### src/verilog/ast_pkg.sv
// Constants and types for the conversion status tracker.
// Assumes an APB slave on pclk; sequencer events arrive on pclk.
package ast_pkg;
	localparam logic [7:0] ADDR_CTL0     = 8'h00;
	localparam logic [7:0] ADDR_CTL4     = 8'h10;
	localparam logic [7:0] ADDR_START    = 8'h14;
	localparam logic [7:0] ADDR_STATUS   = 8'h18;
	localparam logic [7:0] ADDR_CMPE     = 8'h1C;
	localparam logic [7:0] ADDR_CMPHT    = 8'h20;
	localparam logic [7:0] ADDR_MODE     = 8'h24;
	localparam logic [7:0] ADDR_IRQ_MASK = 8'h28;
	localparam logic [7:0] ADDR_RESULT   = 8'h40;
	localparam int         NUM_CTL       = 5;
	localparam int         SCF_BIT       = 7;
	localparam int         TRIGGER_OVERRUN_FLAG_BIT     = 5;
	localparam int         RESULT_OVERRUN_FLAG_BIT     = 4;
	localparam int         CC_LSB        = 0;
	localparam int         MODE_SCAN     = 0;
	localparam int         MODE_FIFO     = 1;
	localparam int         MODE_AUTO_FLAG_FAST_CLEAR     = 2;
	localparam int         MODE_LEVEL    = 3;
	localparam logic [7:0] FLAG_MASK     = 8'hB0;
	localparam logic [7:0] MODE_RESET    = 8'h00;
	localparam logic [7:0] MASK_RESET    = 8'h00;
	typedef enum logic [1:0] {AST_IDLE, AST_RUN} ast_state_t;
endpackage

### src/verilog/ast_ev_if.sv
// Event bundle from the APB decoder to the tracker core.
// Assumes single clock pclk.
interface ast_ev_if;
	logic       abort_wr;
	logic       start_wr;
	logic       result_rd;
	logic       status_wr;
	logic [7:0] wdata;
	modport dec  (output abort_wr, start_wr, result_rd, status_wr, wdata);
	modport core (input  abort_wr, start_wr, result_rd, status_wr, wdata);
endinterface

### src/verilog/ast_top.sv
// Conversion status tracker: flags, conversion counter, APB regs, IRQ.
// Assumes conv_done, result_ccf_set and result_data come from the sequencer on pclk.
module ast_top
	import ast_pkg::*;
#(
	parameter int SEQ_LEN = 8
)
(
	input  wire logic        pclk,
	input  wire logic        presetn,
	input  wire logic        pen,
	input  wire logic        psel,
	input  wire logic        penable,
	input  wire logic        pwrite,
	input  wire logic [7:0]  paddr,
	input  wire logic [31:0] pwdata,
	output logic [31:0]      prdata,
	output logic             pready,
	output logic             pslverr,
	input  wire logic        trig_pin,
	input  wire logic        conv_done,
	input  wire logic        result_ccf_set,
	input  wire logic [7:0]  result_data,
	output logic             seq_running,
	output logic             seq_abort,
	output logic             seq_start,
	output logic [3:0]       conversion_counter,
	output logic             irq
);
	// Slot index is 4 bits, so a sequence fits in at most sixteen slots
	if (SEQ_LEN < 1 || SEQ_LEN > 16) begin : g_len_chk
		$error("SEQ_LEN out of range");
	end
	ast_ev_if ev ();
	ast_apb_dec u_dec (
		.pen    (pen),
		.psel   (psel),
		.penable(penable),
		.pwrite (pwrite),
		.paddr  (paddr),
		.pwdata (pwdata[7:0]),
		.ev     (ev)
	);

	// Trigger pin synchroniser; first stage feeds only the second
	logic trig_s1, trig_s2, trig_d;
	logic [7:0] mode, irq_mask, status;
	logic [7:0] next_mode, next_irq_mask;
	logic sequence_complete_flag, trigger_overrun_flag, result_overrun_flag;
	logic next_scf, next_trigger_overrun_flag, next_result_overrun_flag;
	logic [3:0] next_cc, seq_cnt, next_seq_cnt;
	ast_state_t state, next_state;
	logic trig_edge, trig_start, last_conv, any_clear;
	logic [7:0] results [16];

	always_ff @(posedge pclk or negedge presetn) begin
		if (!presetn) begin
			trig_s1 <= 1'b0;
			trig_s2 <= 1'b0;
			trig_d  <= 1'b0;
		end else if (pen) begin
			trig_s1 <= trig_pin;
			trig_s2 <= trig_s1;
			trig_d  <= trig_s2;
		end
	end

	always_comb begin
		trig_edge  = trig_s2 && !trig_d;
		trig_start = mode[MODE_LEVEL] ? trig_s2 : trig_edge;
		last_conv  = conv_done && seq_cnt == 4'(SEQ_LEN - 1);
		any_clear  = ev.abort_wr || ev.start_wr;
		seq_abort  = ev.abort_wr;
		seq_start  = ev.start_wr;
		seq_running = state == AST_RUN;
	end

	function automatic logic reg_wr(input logic [7:0] a);
		return pen && psel && penable && pwrite && paddr == a;
	endfunction

	// Config registers
	always_comb begin
		next_mode     = mode;
		next_irq_mask = irq_mask;
		if (reg_wr(ADDR_MODE))
			next_mode = pwdata[7:0];
		if (reg_wr(ADDR_IRQ_MASK))
			next_irq_mask = pwdata[7:0] & FLAG_MASK;
	end
	always_ff @(posedge pclk or negedge presetn) begin
		if (!presetn) begin
			mode     <= MODE_RESET;
			irq_mask <= MASK_RESET;
		end else if (pen) begin
			mode     <= next_mode;
			irq_mask <= next_irq_mask;
		end
	end

	// Sequencer state, flags and counter
	always_comb begin
		next_state   = state;
		next_seq_cnt = seq_cnt;
		next_cc      = conversion_counter;
		next_scf     = sequence_complete_flag;
		next_trigger_overrun_flag   = trigger_overrun_flag;
		next_result_overrun_flag   = result_overrun_flag;
		// Clears first so that a same-cycle set wins
		if (ev.status_wr && ev.wdata[SCF_BIT])
			next_scf = 1'b0;
		if (ev.status_wr && ev.wdata[TRIGGER_OVERRUN_FLAG_BIT])
			next_trigger_overrun_flag = 1'b0;
		if (ev.status_wr && ev.wdata[RESULT_OVERRUN_FLAG_BIT])
			next_result_overrun_flag = 1'b0;
		if (ev.result_rd && mode[MODE_AUTO_FLAG_FAST_CLEAR])
			next_scf = 1'b0;
		if (ev.start_wr)
			next_scf = 1'b0;
		if (any_clear) begin
			next_trigger_overrun_flag = 1'b0;
			next_result_overrun_flag = 1'b0;
		end
		case (state)
			AST_IDLE: begin
				if (!any_clear && trig_start) begin
					next_state   = AST_RUN;
					next_seq_cnt = 4'h0;
					if (!mode[MODE_FIFO])
						next_cc = 4'h0;
				end
			end
			AST_RUN: begin
				if (trig_edge && !mode[MODE_LEVEL])
					next_trigger_overrun_flag = 1'b1;
				if (conv_done) begin
					if (result_ccf_set)
						next_result_overrun_flag = 1'b1;
					next_cc      = conversion_counter + 4'h1;
					next_seq_cnt = seq_cnt + 4'h1;
				end
				if (last_conv) begin
					next_scf     = 1'b1;
					next_seq_cnt = 4'h0;
					if (!mode[MODE_FIFO])
						next_cc = 4'h0;
					if (!mode[MODE_SCAN])
						next_state = AST_IDLE;
				end
			end
			default: next_state = AST_IDLE;
		endcase
		if (ev.abort_wr) begin
			next_state   = AST_IDLE;
			next_seq_cnt = 4'h0;
			next_cc      = 4'h0;
		end
		if (ev.start_wr) begin
			next_state   = AST_RUN;
			next_seq_cnt = 4'h0;
			next_cc      = 4'h0;
		end
	end
	always_ff @(posedge pclk or negedge presetn) begin
		if (!presetn) begin
			state                  <= AST_IDLE;
			seq_cnt                <= 4'h0;
			conversion_counter     <= 4'h0;
			sequence_complete_flag <= 1'b0;
			trigger_overrun_flag   <= 1'b0;
			result_overrun_flag    <= 1'b0;
		end else if (pen) begin
			state                  <= next_state;
			seq_cnt                <= next_seq_cnt;
			conversion_counter     <= next_cc;
			sequence_complete_flag <= next_scf;
			trigger_overrun_flag   <= next_trigger_overrun_flag;
			result_overrun_flag    <= next_result_overrun_flag;
		end
	end

	// Result store indexed by the counter
	always_ff @(posedge pclk) begin
		if (pen && state == AST_RUN && conv_done)
			results[conversion_counter] <= result_data;
	end

	// APB read path; zero wait states
	always_comb begin
		status = {sequence_complete_flag, 1'b0, trigger_overrun_flag,
			result_overrun_flag, conversion_counter};
		pready  = 1'b1;
		pslverr = 1'b0;
		irq     = |(status & irq_mask & FLAG_MASK);
	end
	always_ff @(posedge pclk or negedge presetn) begin
		if (!presetn)
			prdata <= 32'h0000_0000;
		else if (pen && psel && !penable && !pwrite) begin
			case (paddr)
				ADDR_STATUS:   prdata <= {24'h00_0000, status};
				ADDR_MODE:     prdata <= {24'h00_0000, mode};
				ADDR_IRQ_MASK: prdata <= {24'h00_0000, irq_mask};
				default: begin
					if (paddr[7:6] == ADDR_RESULT[7:6])
						prdata <= {24'h00_0000, results[paddr[5:2]]};
					else
						prdata <= 32'h0000_0000;
				end
			endcase
		end
	end

	// Assertions
	// Set conditions; a set in the same cycle beats any clear
	logic scf_set, trigger_overrun_flag_set, result_overrun_flag_set;
	always_comb begin
		scf_set   = seq_running && last_conv;
		trigger_overrun_flag_set = seq_running && trig_edge && !mode[MODE_LEVEL];
		result_overrun_flag_set = seq_running && conv_done && result_ccf_set;
	end

	a_start_clears_cc: assert property (
		@(posedge pclk) disable iff (!presetn)
		pen && ev.start_wr
		|=> conversion_counter == 4'h0 && seq_running)
		else $error("start did not clear counter");

	a_abort_idles: assert property (
		@(posedge pclk) disable iff (!presetn)
		pen && ev.abort_wr && !ev.start_wr
		|=> !seq_running)
		else $error("abort did not stop sequence");

	a_abort_flags: assert property (
		@(posedge pclk) disable iff (!presetn)
		pen && ev.abort_wr && !trigger_overrun_flag_set && !result_overrun_flag_set
		|=> !trigger_overrun_flag && !result_overrun_flag)
		else $error("abort did not clear overruns");

	a_abort_cc: assert property (
		@(posedge pclk) disable iff (!presetn)
		pen && ev.abort_wr
		|=> conversion_counter == 4'h0)
		else $error("abort did not clear counter");

	a_scf_sets: assert property (
		@(posedge pclk) disable iff (!presetn)
		pen && seq_running && last_conv && !any_clear
		|=> sequence_complete_flag)
		else $error("scf not set");

	a_scf_start_clr: assert property (
		@(posedge pclk) disable iff (!presetn)
		pen && ev.start_wr && !scf_set
		|=> !sequence_complete_flag)
		else $error("scf not cleared by start");

	a_scf_w1c: assert property (
		@(posedge pclk) disable iff (!presetn)
		pen && ev.status_wr && ev.wdata[SCF_BIT] && !scf_set
		|=> !sequence_complete_flag)
		else $error("scf not cleared by write one");

	a_fast_clear: assert property (
		@(posedge pclk) disable iff (!presetn)
		pen && ev.result_rd && mode[MODE_AUTO_FLAG_FAST_CLEAR] && !scf_set
		|=> !sequence_complete_flag)
		else $error("scf not cleared by result read");

	a_trigger_overrun_flag_sets: assert property (
		@(posedge pclk) disable iff (!presetn)
		pen && seq_running && trig_edge && !mode[MODE_LEVEL] && !any_clear
		|=> trigger_overrun_flag)
		else $error("trigger_overrun_flag not set");

	// Level mode restarts on the pin, so it never counts an overrun
	a_trigger_overrun_flag_level: assert property (
		@(posedge pclk) disable iff (!presetn)
		pen && mode[MODE_LEVEL] && !trigger_overrun_flag
		|=> !trigger_overrun_flag)
		else $error("trigger_overrun_flag set in level mode");

	a_trigger_overrun_flag_w1c: assert property (
		@(posedge pclk) disable iff (!presetn)
		pen && ev.status_wr && ev.wdata[TRIGGER_OVERRUN_FLAG_BIT] && !trigger_overrun_flag_set
		|=> !trigger_overrun_flag)
		else $error("trigger_overrun_flag not cleared by write one");

	a_trigger_overrun_flag_start_clr: assert property (
		@(posedge pclk) disable iff (!presetn)
		pen && ev.start_wr && !trigger_overrun_flag_set
		|=> !trigger_overrun_flag)
		else $error("trigger_overrun_flag not cleared by start");

	a_result_overrun_flag_sets: assert property (
		@(posedge pclk) disable iff (!presetn)
		pen && seq_running && conv_done && result_ccf_set && !any_clear
		|=> result_overrun_flag)
		else $error("result_overrun_flag not set");

	a_result_overrun_flag_w1c: assert property (
		@(posedge pclk) disable iff (!presetn)
		pen && ev.status_wr && ev.wdata[RESULT_OVERRUN_FLAG_BIT] && !result_overrun_flag_set
		|=> !result_overrun_flag)
		else $error("result_overrun_flag not cleared by write one");

	a_status_wr_cc: assert property (
		@(posedge pclk) disable iff (!presetn)
		pen && ev.status_wr && !seq_running && !any_clear && !trig_start
		|=> $stable(conversion_counter))
		else $error("cc changed");

	a_zero_keeps: assert property (
		@(posedge pclk) disable iff (!presetn)
		pen && ev.status_wr && ev.wdata[RESULT_OVERRUN_FLAG_BIT] == 1'b0 && !any_clear
		&& result_overrun_flag
		|=> result_overrun_flag)
		else $error("zero write cleared flag");

	a_nonfifo_end: assert property (
		@(posedge pclk) disable iff (!presetn)
		pen && seq_running && last_conv && !mode[MODE_FIFO] && !any_clear
		|=> conversion_counter == 4'h0)
		else $error("cc not zeroed");

	// Counter is 4 bits, so slot 15 rolls over to slot 0
	a_fifo_wrap: assert property (
		@(posedge pclk) disable iff (!presetn)
		pen && seq_running && conv_done && mode[MODE_FIFO] && !any_clear
		|=> conversion_counter == $past(conversion_counter) + 4'h1)
		else $error("fifo counter did not advance");

	a_frozen_state: assert property (
		@(posedge pclk) disable iff (!presetn)
		!pen
		|=> $stable(conversion_counter) && $stable(sequence_complete_flag)
		&& $stable(prdata))
		else $error("state moved with enable low");

	a_seq_cnt_range: assert property (
		@(posedge pclk) disable iff (!presetn)
		int'(seq_cnt) < SEQ_LEN)
		else $error("sequence count out of range");

	c_seq_done: cover property (@(posedge pclk) seq_running && last_conv);
	c_fifo_wrap: cover property (@(posedge pclk)
		mode[MODE_FIFO] && conversion_counter == 4'hF && conv_done);
	c_trigger_overrun_flag: cover property (@(posedge pclk) $rose(trigger_overrun_flag));
	c_result_overrun_flag: cover property (@(posedge pclk) $rose(result_overrun_flag));
	c_irq: cover property (@(posedge pclk) $rose(irq));
endmodule

### src/verilog/ast_apb_dec.sv
// APB write/read decode into one-cycle sequencer events.
// Assumes APB access phase completes in one cycle (pready tied high).
module ast_apb_dec
	import ast_pkg::*;
(
	input  wire logic       pen,
	input  wire logic       psel,
	input  wire logic       penable,
	input  wire logic       pwrite,
	input  wire logic [7:0] paddr,
	input  wire logic [7:0] pwdata,
	ast_ev_if.dec           ev
);
	logic acc;
	function automatic logic is_abort(input logic [7:0] a);
		return (a >= ADDR_CTL0 && a <= ADDR_CTL4) || a == ADDR_CMPE
			|| a == ADDR_CMPHT;
	endfunction
	always_comb begin
		acc          = pen && psel && penable;
		ev.abort_wr  = acc && pwrite && is_abort(paddr);
		ev.start_wr  = acc && pwrite && paddr == ADDR_START;
		ev.status_wr = acc && pwrite && paddr == ADDR_STATUS;
		ev.result_rd = acc && !pwrite && paddr[7:6] == ADDR_RESULT[7:6];
		ev.wdata     = pwdata;
	end
endmodule

### config.mk
export PLATFORM = sky130hd
export DESIGN_NAME = ast_top
export DESIGN_NICKNAME = d
export VERILOG_FILES = /design/src/verilog/ast_pkg.sv /design/src/verilog/ast_ev_if.sv /design/src/verilog/ast_top.sv /design/src/verilog/ast_apb_dec.sv
export SDC_FILE = /design/constraint.sdc
export NUM_CORES = 1
export LEC_CHECK = 0
export BUFFER_PORTS_ARGS = -buffer_cell sky130_fd_sc_hd__buf_2
export CAP_MARGIN = 30
export CORE_ASPECT_RATIO = 1.25
export CORE_MARGIN = 4
export CORE_UTILIZATION = 55
export CTS_CLUSTER_DIAMETER = 150
export DETAILED_ROUTE_END_ITERATION = 10
export GPL_ROUTABILITY_DRIVEN = 0
export PLACE_DENSITY = 0.77
export SLEW_MARGIN = 20
export SYNTH_ARGS = -nofsm -noshare
export SYNTH_HDL_FRONTEND = slang
export SYNTH_SLANG_ARGS = --single-unit
### constraint.sdc
create_clock -name pclk -period 2.6 [get_ports pclk]
set_clock_uncertainty 0.05 [all_clocks]
set_input_delay 0.52 -clock pclk [delete_from_list [all_inputs] [get_ports pclk]]
set_output_delay 0.52 -clock pclk [all_outputs]
set_load 0.03 [all_outputs]
=== Word-level counts from Yosys, hierarchy flattened ===
Memory sizes are Yosys's and may differ from the RTL's.
Index checks and enable logic that the tools add are counted.

* Bits in writable memories: 128
* Word-level logic and storage cells: 110
* Output and inout bits: 42
* Input bits: 57
* Bits in registers: 59
* Memories kept: 1

* Reduce and logical (&&, ||, !) cells: 39
* Magnitude comparators: 2
* Bitwise logic cells: 1
* Equal/unequal tests: 14
* Add/subtract/negate cells: 2
* Mux-type cells: 39

{| class="wikitable"
|+ Memories
! name !! depth !! bits a word !! read ports !! clocked after memory_dff !! write ports !! RTL line !! source
|-
| results || 16 || 8 || 1 || 0 || 1 || ast_top.sv:54 || <nowiki>logic [7:0] results [16];</nowiki>
|}

{| class="wikitable"
|+ Operator list
! kind !! number
|-
| 4-bit two-way mux || 12
|-
| 8-bit by 5-bit equality test with 1-bit output (second input constant) || 3
|-
| 8-bit by 6-bit equality test with 1-bit output (second input constant) || 3
|-
| 8-bit one-hot mux with 3 select lines || 1
|-
| 1-bit logical AND || 23
|-
| 1-bit two-way mux || 17
|-
| 4-bit one-hot mux with 2 select lines || 2
|-
| 4-bit != test (second input constant) || 3
|-
| 4-bit AND reduction || 3
|-
| 2-bit two-way mux || 5
|-
| 4-bit by 1-bit adder with 4-bit output (second input constant) || 2
|-
| 8-bit AND || 1
|-
| 8-bit by 1-bit greater-or-equal comparator with 1-bit output (second input constant) || 1
|-
| 8-bit by 5-bit less-or-equal comparator with 1-bit output (second input constant) || 1
|-
| 8-bit two-way mux || 1
|-
| 1-bit logical NOT || 5
|-
| 5-bit by 2-bit != test with 1-bit output (second input constant) || 1
|-
| 2-bit by 1-bit equality test with 1-bit output (second input constant) || 2
|-
| 4-bit by 3-bit equality test with 1-bit output (second input constant) || 1
|-
| 4-bit by 1-bit != test with 1-bit output (second input constant) || 1
|-
| 2-bit one-hot mux with 2 select lines || 1
|-
| 2-bit AND reduction || 2
|-
| 4-bit nonzero test || 1
|-
| 1-bit logical OR || 3
|-
| other kinds (2) || 2
|}

=== Logic depth before layout (Yosys ltp) ===
* Depth in word-level cells: 12
* Mapped depth: 7
* Depth with buffers taken out: 6

=== Cells and area by module ===
From an unflattened synthesis, not the netlist that was laid out.

* Cell total of the unflattened synthesis: 480
* Area, all modules: 7302.0 um^2

{| class="wikitable"
|+ By module, submodules not included
! module !! cells each !! instances !! sequential area each (um^2) !! area an instance (um^2)
|-
| ast_top || 458 || 1 || 4694.5 || 7124.3
|-
| ast_apb_dec || 22 || 1 || 0.0 || 177.7
|}

=== Least setup slack after synthesis ===
No wires, ideal clock.

* Path kind: input-to-reg
* From: in conv_done
* To: mem results[7][0], enable pin
* Buffers on the path: 2
* Stages: 5
* Setup time: 0.385 ns
* Slack: 0.220 ns
* Data arrival time: 1.945 ns
* Required time: 2.165 ns
* Cell sequence: clkbuf_1 and3_1 clkbuf_1 nand2_1 nor3b_1

* Word-level cells in the longest chain between the ends: 3

{| class="wikitable"
|+ Ends and longest elaborated chain
! what !! RTL line !! source
|-
| start, declared || ast_top.sv:21 || <nowiki>input wire logic conv_done,</nowiki>
|-
| 1-bit logical AND || ast_top.sv:184 || <nowiki>if (pen && state == AST_RUN && conv_done)</nowiki>
|-
| 1-bit two-way mux || ast_top.sv:184 ||
|-
| 1-bit two-way mux (not written as such) || ast_top.sv:185 || <nowiki>results[conversion_counter] <= result_data;</nowiki>
|-
| end, declared || ast_top.sv:54 ||
|}

No other way between the ends.

=== Worst setup path after layout ===
* From: in paddr[7]
* To: out seq_abort

* Word-level cells in the longest chain between the ends: 5
* Elaborated cells on any way between the ends: 8
* Those cells by class: order compare: 2; eq/ne: 2; reduce/logical: 4

{| class="wikitable"
|+ Ends and longest elaborated chain
! what !! RTL line !! source
|-
| start, declared || ast_top.sv:15 || <nowiki>input wire logic [7:0] paddr,</nowiki>
|-
| 8-bit by 1-bit greater-or-equal comparator with 1-bit output or 8-bit by 5-bit less-or-equal comparator with 1-bit output (tied branches) || ast_apb_dec.sv:16 || <nowiki>return (a >= ADDR_CTL0 && a <= ADDR_CTL4) || a == ADDR_CMPE</nowiki>
|-
| 1-bit logical AND || ast_apb_dec.sv:16 ||
|-
| 1-bit logical OR || ast_apb_dec.sv:16 ||
|-
| 1-bit logical OR (*) || ast_apb_dec.sv:17 || <nowiki>|| a == ADDR_CMPHT;</nowiki>
|-
| 1-bit logical AND (*) || ast_apb_dec.sv:21 || <nowiki>ev.abort_wr = acc && pwrite && is_abort(paddr);</nowiki>
|-
| end, declared || ast_top.sv:25 || <nowiki>output logic seq_abort,</nowiki>
|}

Every way passes the cells marked *; elsewhere a longest branch is shown, timed or not.

==> flow_metrics.env <==
export IMPL_path_class="in2out"
export IMPL_synth_distinct_cells=58
export IMPL_r2r_start="seq_cnt[0]$_DFFE_PN0P_"
export IMPL_maxCapViolCount=0
export IMPL_grt_setup_unrepaired="no"
export IMPL_synth_top_area_share_pct=54.53
export IMPL_dr_wl_met3_mm=1.214
export IMPL_crit_top_cell="buf_2"
export IMPL_cp_data_required_time_ps=2030
export IMPL_max_stage_delay_ps=610
export IMPL_postCtsSetupBuffers=0
export IMPL_antenna_found_initial=0
export IMPL_die_w_um=109.3
export IMPL_worst_pin_slew_ps=990.4
export IMPL_grt_pass1_vias=4208
export IMPL_relSlewSlack_pct=33.66
export IMPL_path_clk_slew_ps=60
export IMPL_ys_ff_latch=162
export IMPL_htreeDepth=4
export IMPL_dp_cells=650
export IMPL_ioPinCount=99
export IMPL_final_antenna_net_count=0
export IMPL_crit_arrival_ps=1930
export IMPL_hold_class="in2async"
export IMPL_route_detailed_wl_per_inst_um=22.40
export IMPL_startpoint_type="input pin"
export IMPL_end_kind="output pin"
export IMPL_async_reset_ff_share_pct=20.99
export IMPL_status="finished clean"
export IMPL_diodes=0
export IMPL_dieArea_mm2=0.01470
export IMPL_final_core_util_pct=63.86
export IMPL_vias=4170
export IMPL_instances_no_fill=682
export IMPL_nFillCells=869
export IMPL_post_route_period_util_pct=96.31
export IMPL_seqCellArea_mm2=0.004695
export IMPL_port_buffers=48
export IMPL_hold_viol_final=0
export IMPL_seq_area_frac_synth_pct=66.60
export IMPL_multi_input_area_mm2=0.002137
export IMPL_grt_ovfl_total=0
export IMPL_final_max_slew_viol_count=0
export IMPL_cp_cell_sequence="buf_2 > or4_4 > nor4b_2 > or2_2 > buf_2"
export IMPL_met2_length_mm=7.860
export IMPL_avgSynthCellArea_um2=16.13
export IMPL_placed_area_mm2=0.007477
export IMPL_synth_area_mm2=0.007049
export IMPL_cp_slowest_cell="or4_4"
export IMPL_setup_violations=0
export IMPL_synthCells=437
export IMPL_p_leak_nw=2.969
export IMPL_dp_hpwl_mm=10.18
export IMPL_synth_edff_count=128
export IMPL_pwr_density_cell_mw_per_mm2=811.9
export IMPL_dpl_worst_slack_ps=26.98
export IMPL_core_mm2=0.01260
export IMPL_start_util_pct=55.93
export IMPL_final_common_cell="edfxtp_1"
export IMPL_drtIter0Drc=339
export IMPL_avgViaCountPerCell=6.114
export IMPL_cp_startpoint="paddr[7]"
export IMPL_ir_worst_vdd_mv=0.4492
export IMPL_layout_common_cells="edfxtp_1, buf_2, dfrtp_1"
export IMPL_critPathBufInv=2
export IMPL_totalWireLength_mm=15.28
export IMPL_fin_area_mm2=0.008049
export IMPL_cts_buffers=17
export IMPL_rows=46
export IMPL_synthTopCellsByArea="edfxtp_1, dfrtp_1, mux4_2"
export IMPL_power_mw=6.535
export IMPL_insertion_delay_ps=420
export IMPL_drive_above_1_share_pct=29.57
export IMPL_synth_warning_count=0
export IMPL_dr_max_layer_used="met4"
export IMPL_grt_max_degree=35
export IMPL_fin_crit_ps=2504
export IMPL_dominantRegCellSynth="edfxtp_1"
export IMPL_wl_met1_mm=5.712
export IMPL_fin_nets=563
export IMPL_synth_top_area_cell="edfxtp_1"
export IMPL_fp_dieH_um=134.6
export IMPL_cts_tree="yes"
export IMPL_grt_first_pass_wirelength_mm=23.60
export IMPL_cts_hold_buffers=0
export IMPL_first_pass_iters=5
export IMPL_cts_resized=0
export IMPL_tns_ps=0
export IMPL_hold_slack_ps=124.9
export IMPL_root_buffer="clkbuf_16"
export IMPL_worst_path_max_fanout=5
export IMPL_max_freq_mhz=399.3
export IMPL_area_delta_synth_final_pct=14.18
export IMPL_drc=0
export IMPL_fin_ws_ps=95.82
export IMPL_grtUsageTotal_pct=22.12
export IMPL_clockBufferDepth=2
export IMPL_clock_sinks=162
export IMPL_cpLargestDelayFamily="simple AND/OR/NAND/NOR gates"
## kinds of logic (layout without fill, tap and decap cells)
| group | Yosys count | after routing | synth area share (%) |
|---|---|---|---|
| AOI/OAI and AO/OA | 64 | 64 | 6.603 |
| adders and majority gates | 5 | 5 | 0.8875 |
| buffers and inverters | 54 | 107 | 4.455 |
| DFF | 162 | 162 | 66.60 |
| muxes | 51 | 51 | 13.17 |
| other | 2 | 26 | 0.1065 |
| and+or+nand+nor | 99 | 99 | 8.183 |
## cell usage after synthesis (all sizes together), types with 7 or more instances
| cell | n |
|---|---|
| edfxtp | 128 |
| buf | 34 |
| dfrtp | 34 |
| mux4 | 32 |
| nand2 | 26 |
| nor2 | 15 |
| mux2 | 14 |
| clkbuf | 13 |
| o21ai | 11 |
| a31oi | 9 |
| and3 | 9 |
| nand3 | 9 |
| a21oi | 7 |
| a22oi | 7 |
| inv | 7 |
| nand2b | 7 |
## final cells by class
type | count | area share [%]
multi-input cells | 245 | 26.55
inverters | 7 | 0.3264
well taps | 168 | 2.612
flip-flops and latches | 162 | 58.32
clock buffers | 19 | 5.379
clock inverters | 13 | 1.648
repair buffers | 68 | 5.161
## flip-flops by register name, summed over array words and instances (netlist names)
signal and flops:
trigger_overrun_flag 1, trig_s1 1, trig_s2 1, state 1, prdata 8, seq_cnt 4, results 128, trig_d 1
result_overrun_flag 1, irq_mask 3, sequence_complete_flag 1, mode 8, conversion_counter 4
## path summary, 6_finish.rpt
check,endpoint,slack (ps),depth (start not counted)
max,seq_abort,100,5
min,irq_mask[4]$_DFFE_PN0P_,120,1
max reg2reg,conversion_counter[2]$_DFFE_PN0P_,660,6
min reg2reg,trig_s1$_DFFE_PN0P_,460,1
max in group asynchronous,conversion_counter[2]$_DFFE_PN0P_,1880,1
min in group pclk,result_overrun_flag$_DFFE_PN0P_,270,2
## report_power, final
part	switching [mW]	total (mW)	internal, mW
Combinational	0.619	0.981	0.362
Clock	0.977	2.39	1.41
Sequential	0.173	3.17	2.99
## per-layer routing
| layer | global-route usage, % | vias to the layer above |
|---|---|---|
| met3 | 5.213 | 33 |
| met5 | 0 | - |
| li1 | - | 1803 |
| met4 | 10.05 | 0 |
| met2 | 36.61 | 234 |
| met1 | 27.68 | 2100 |
No activity file was read; power rests on OpenSTA's default activity.
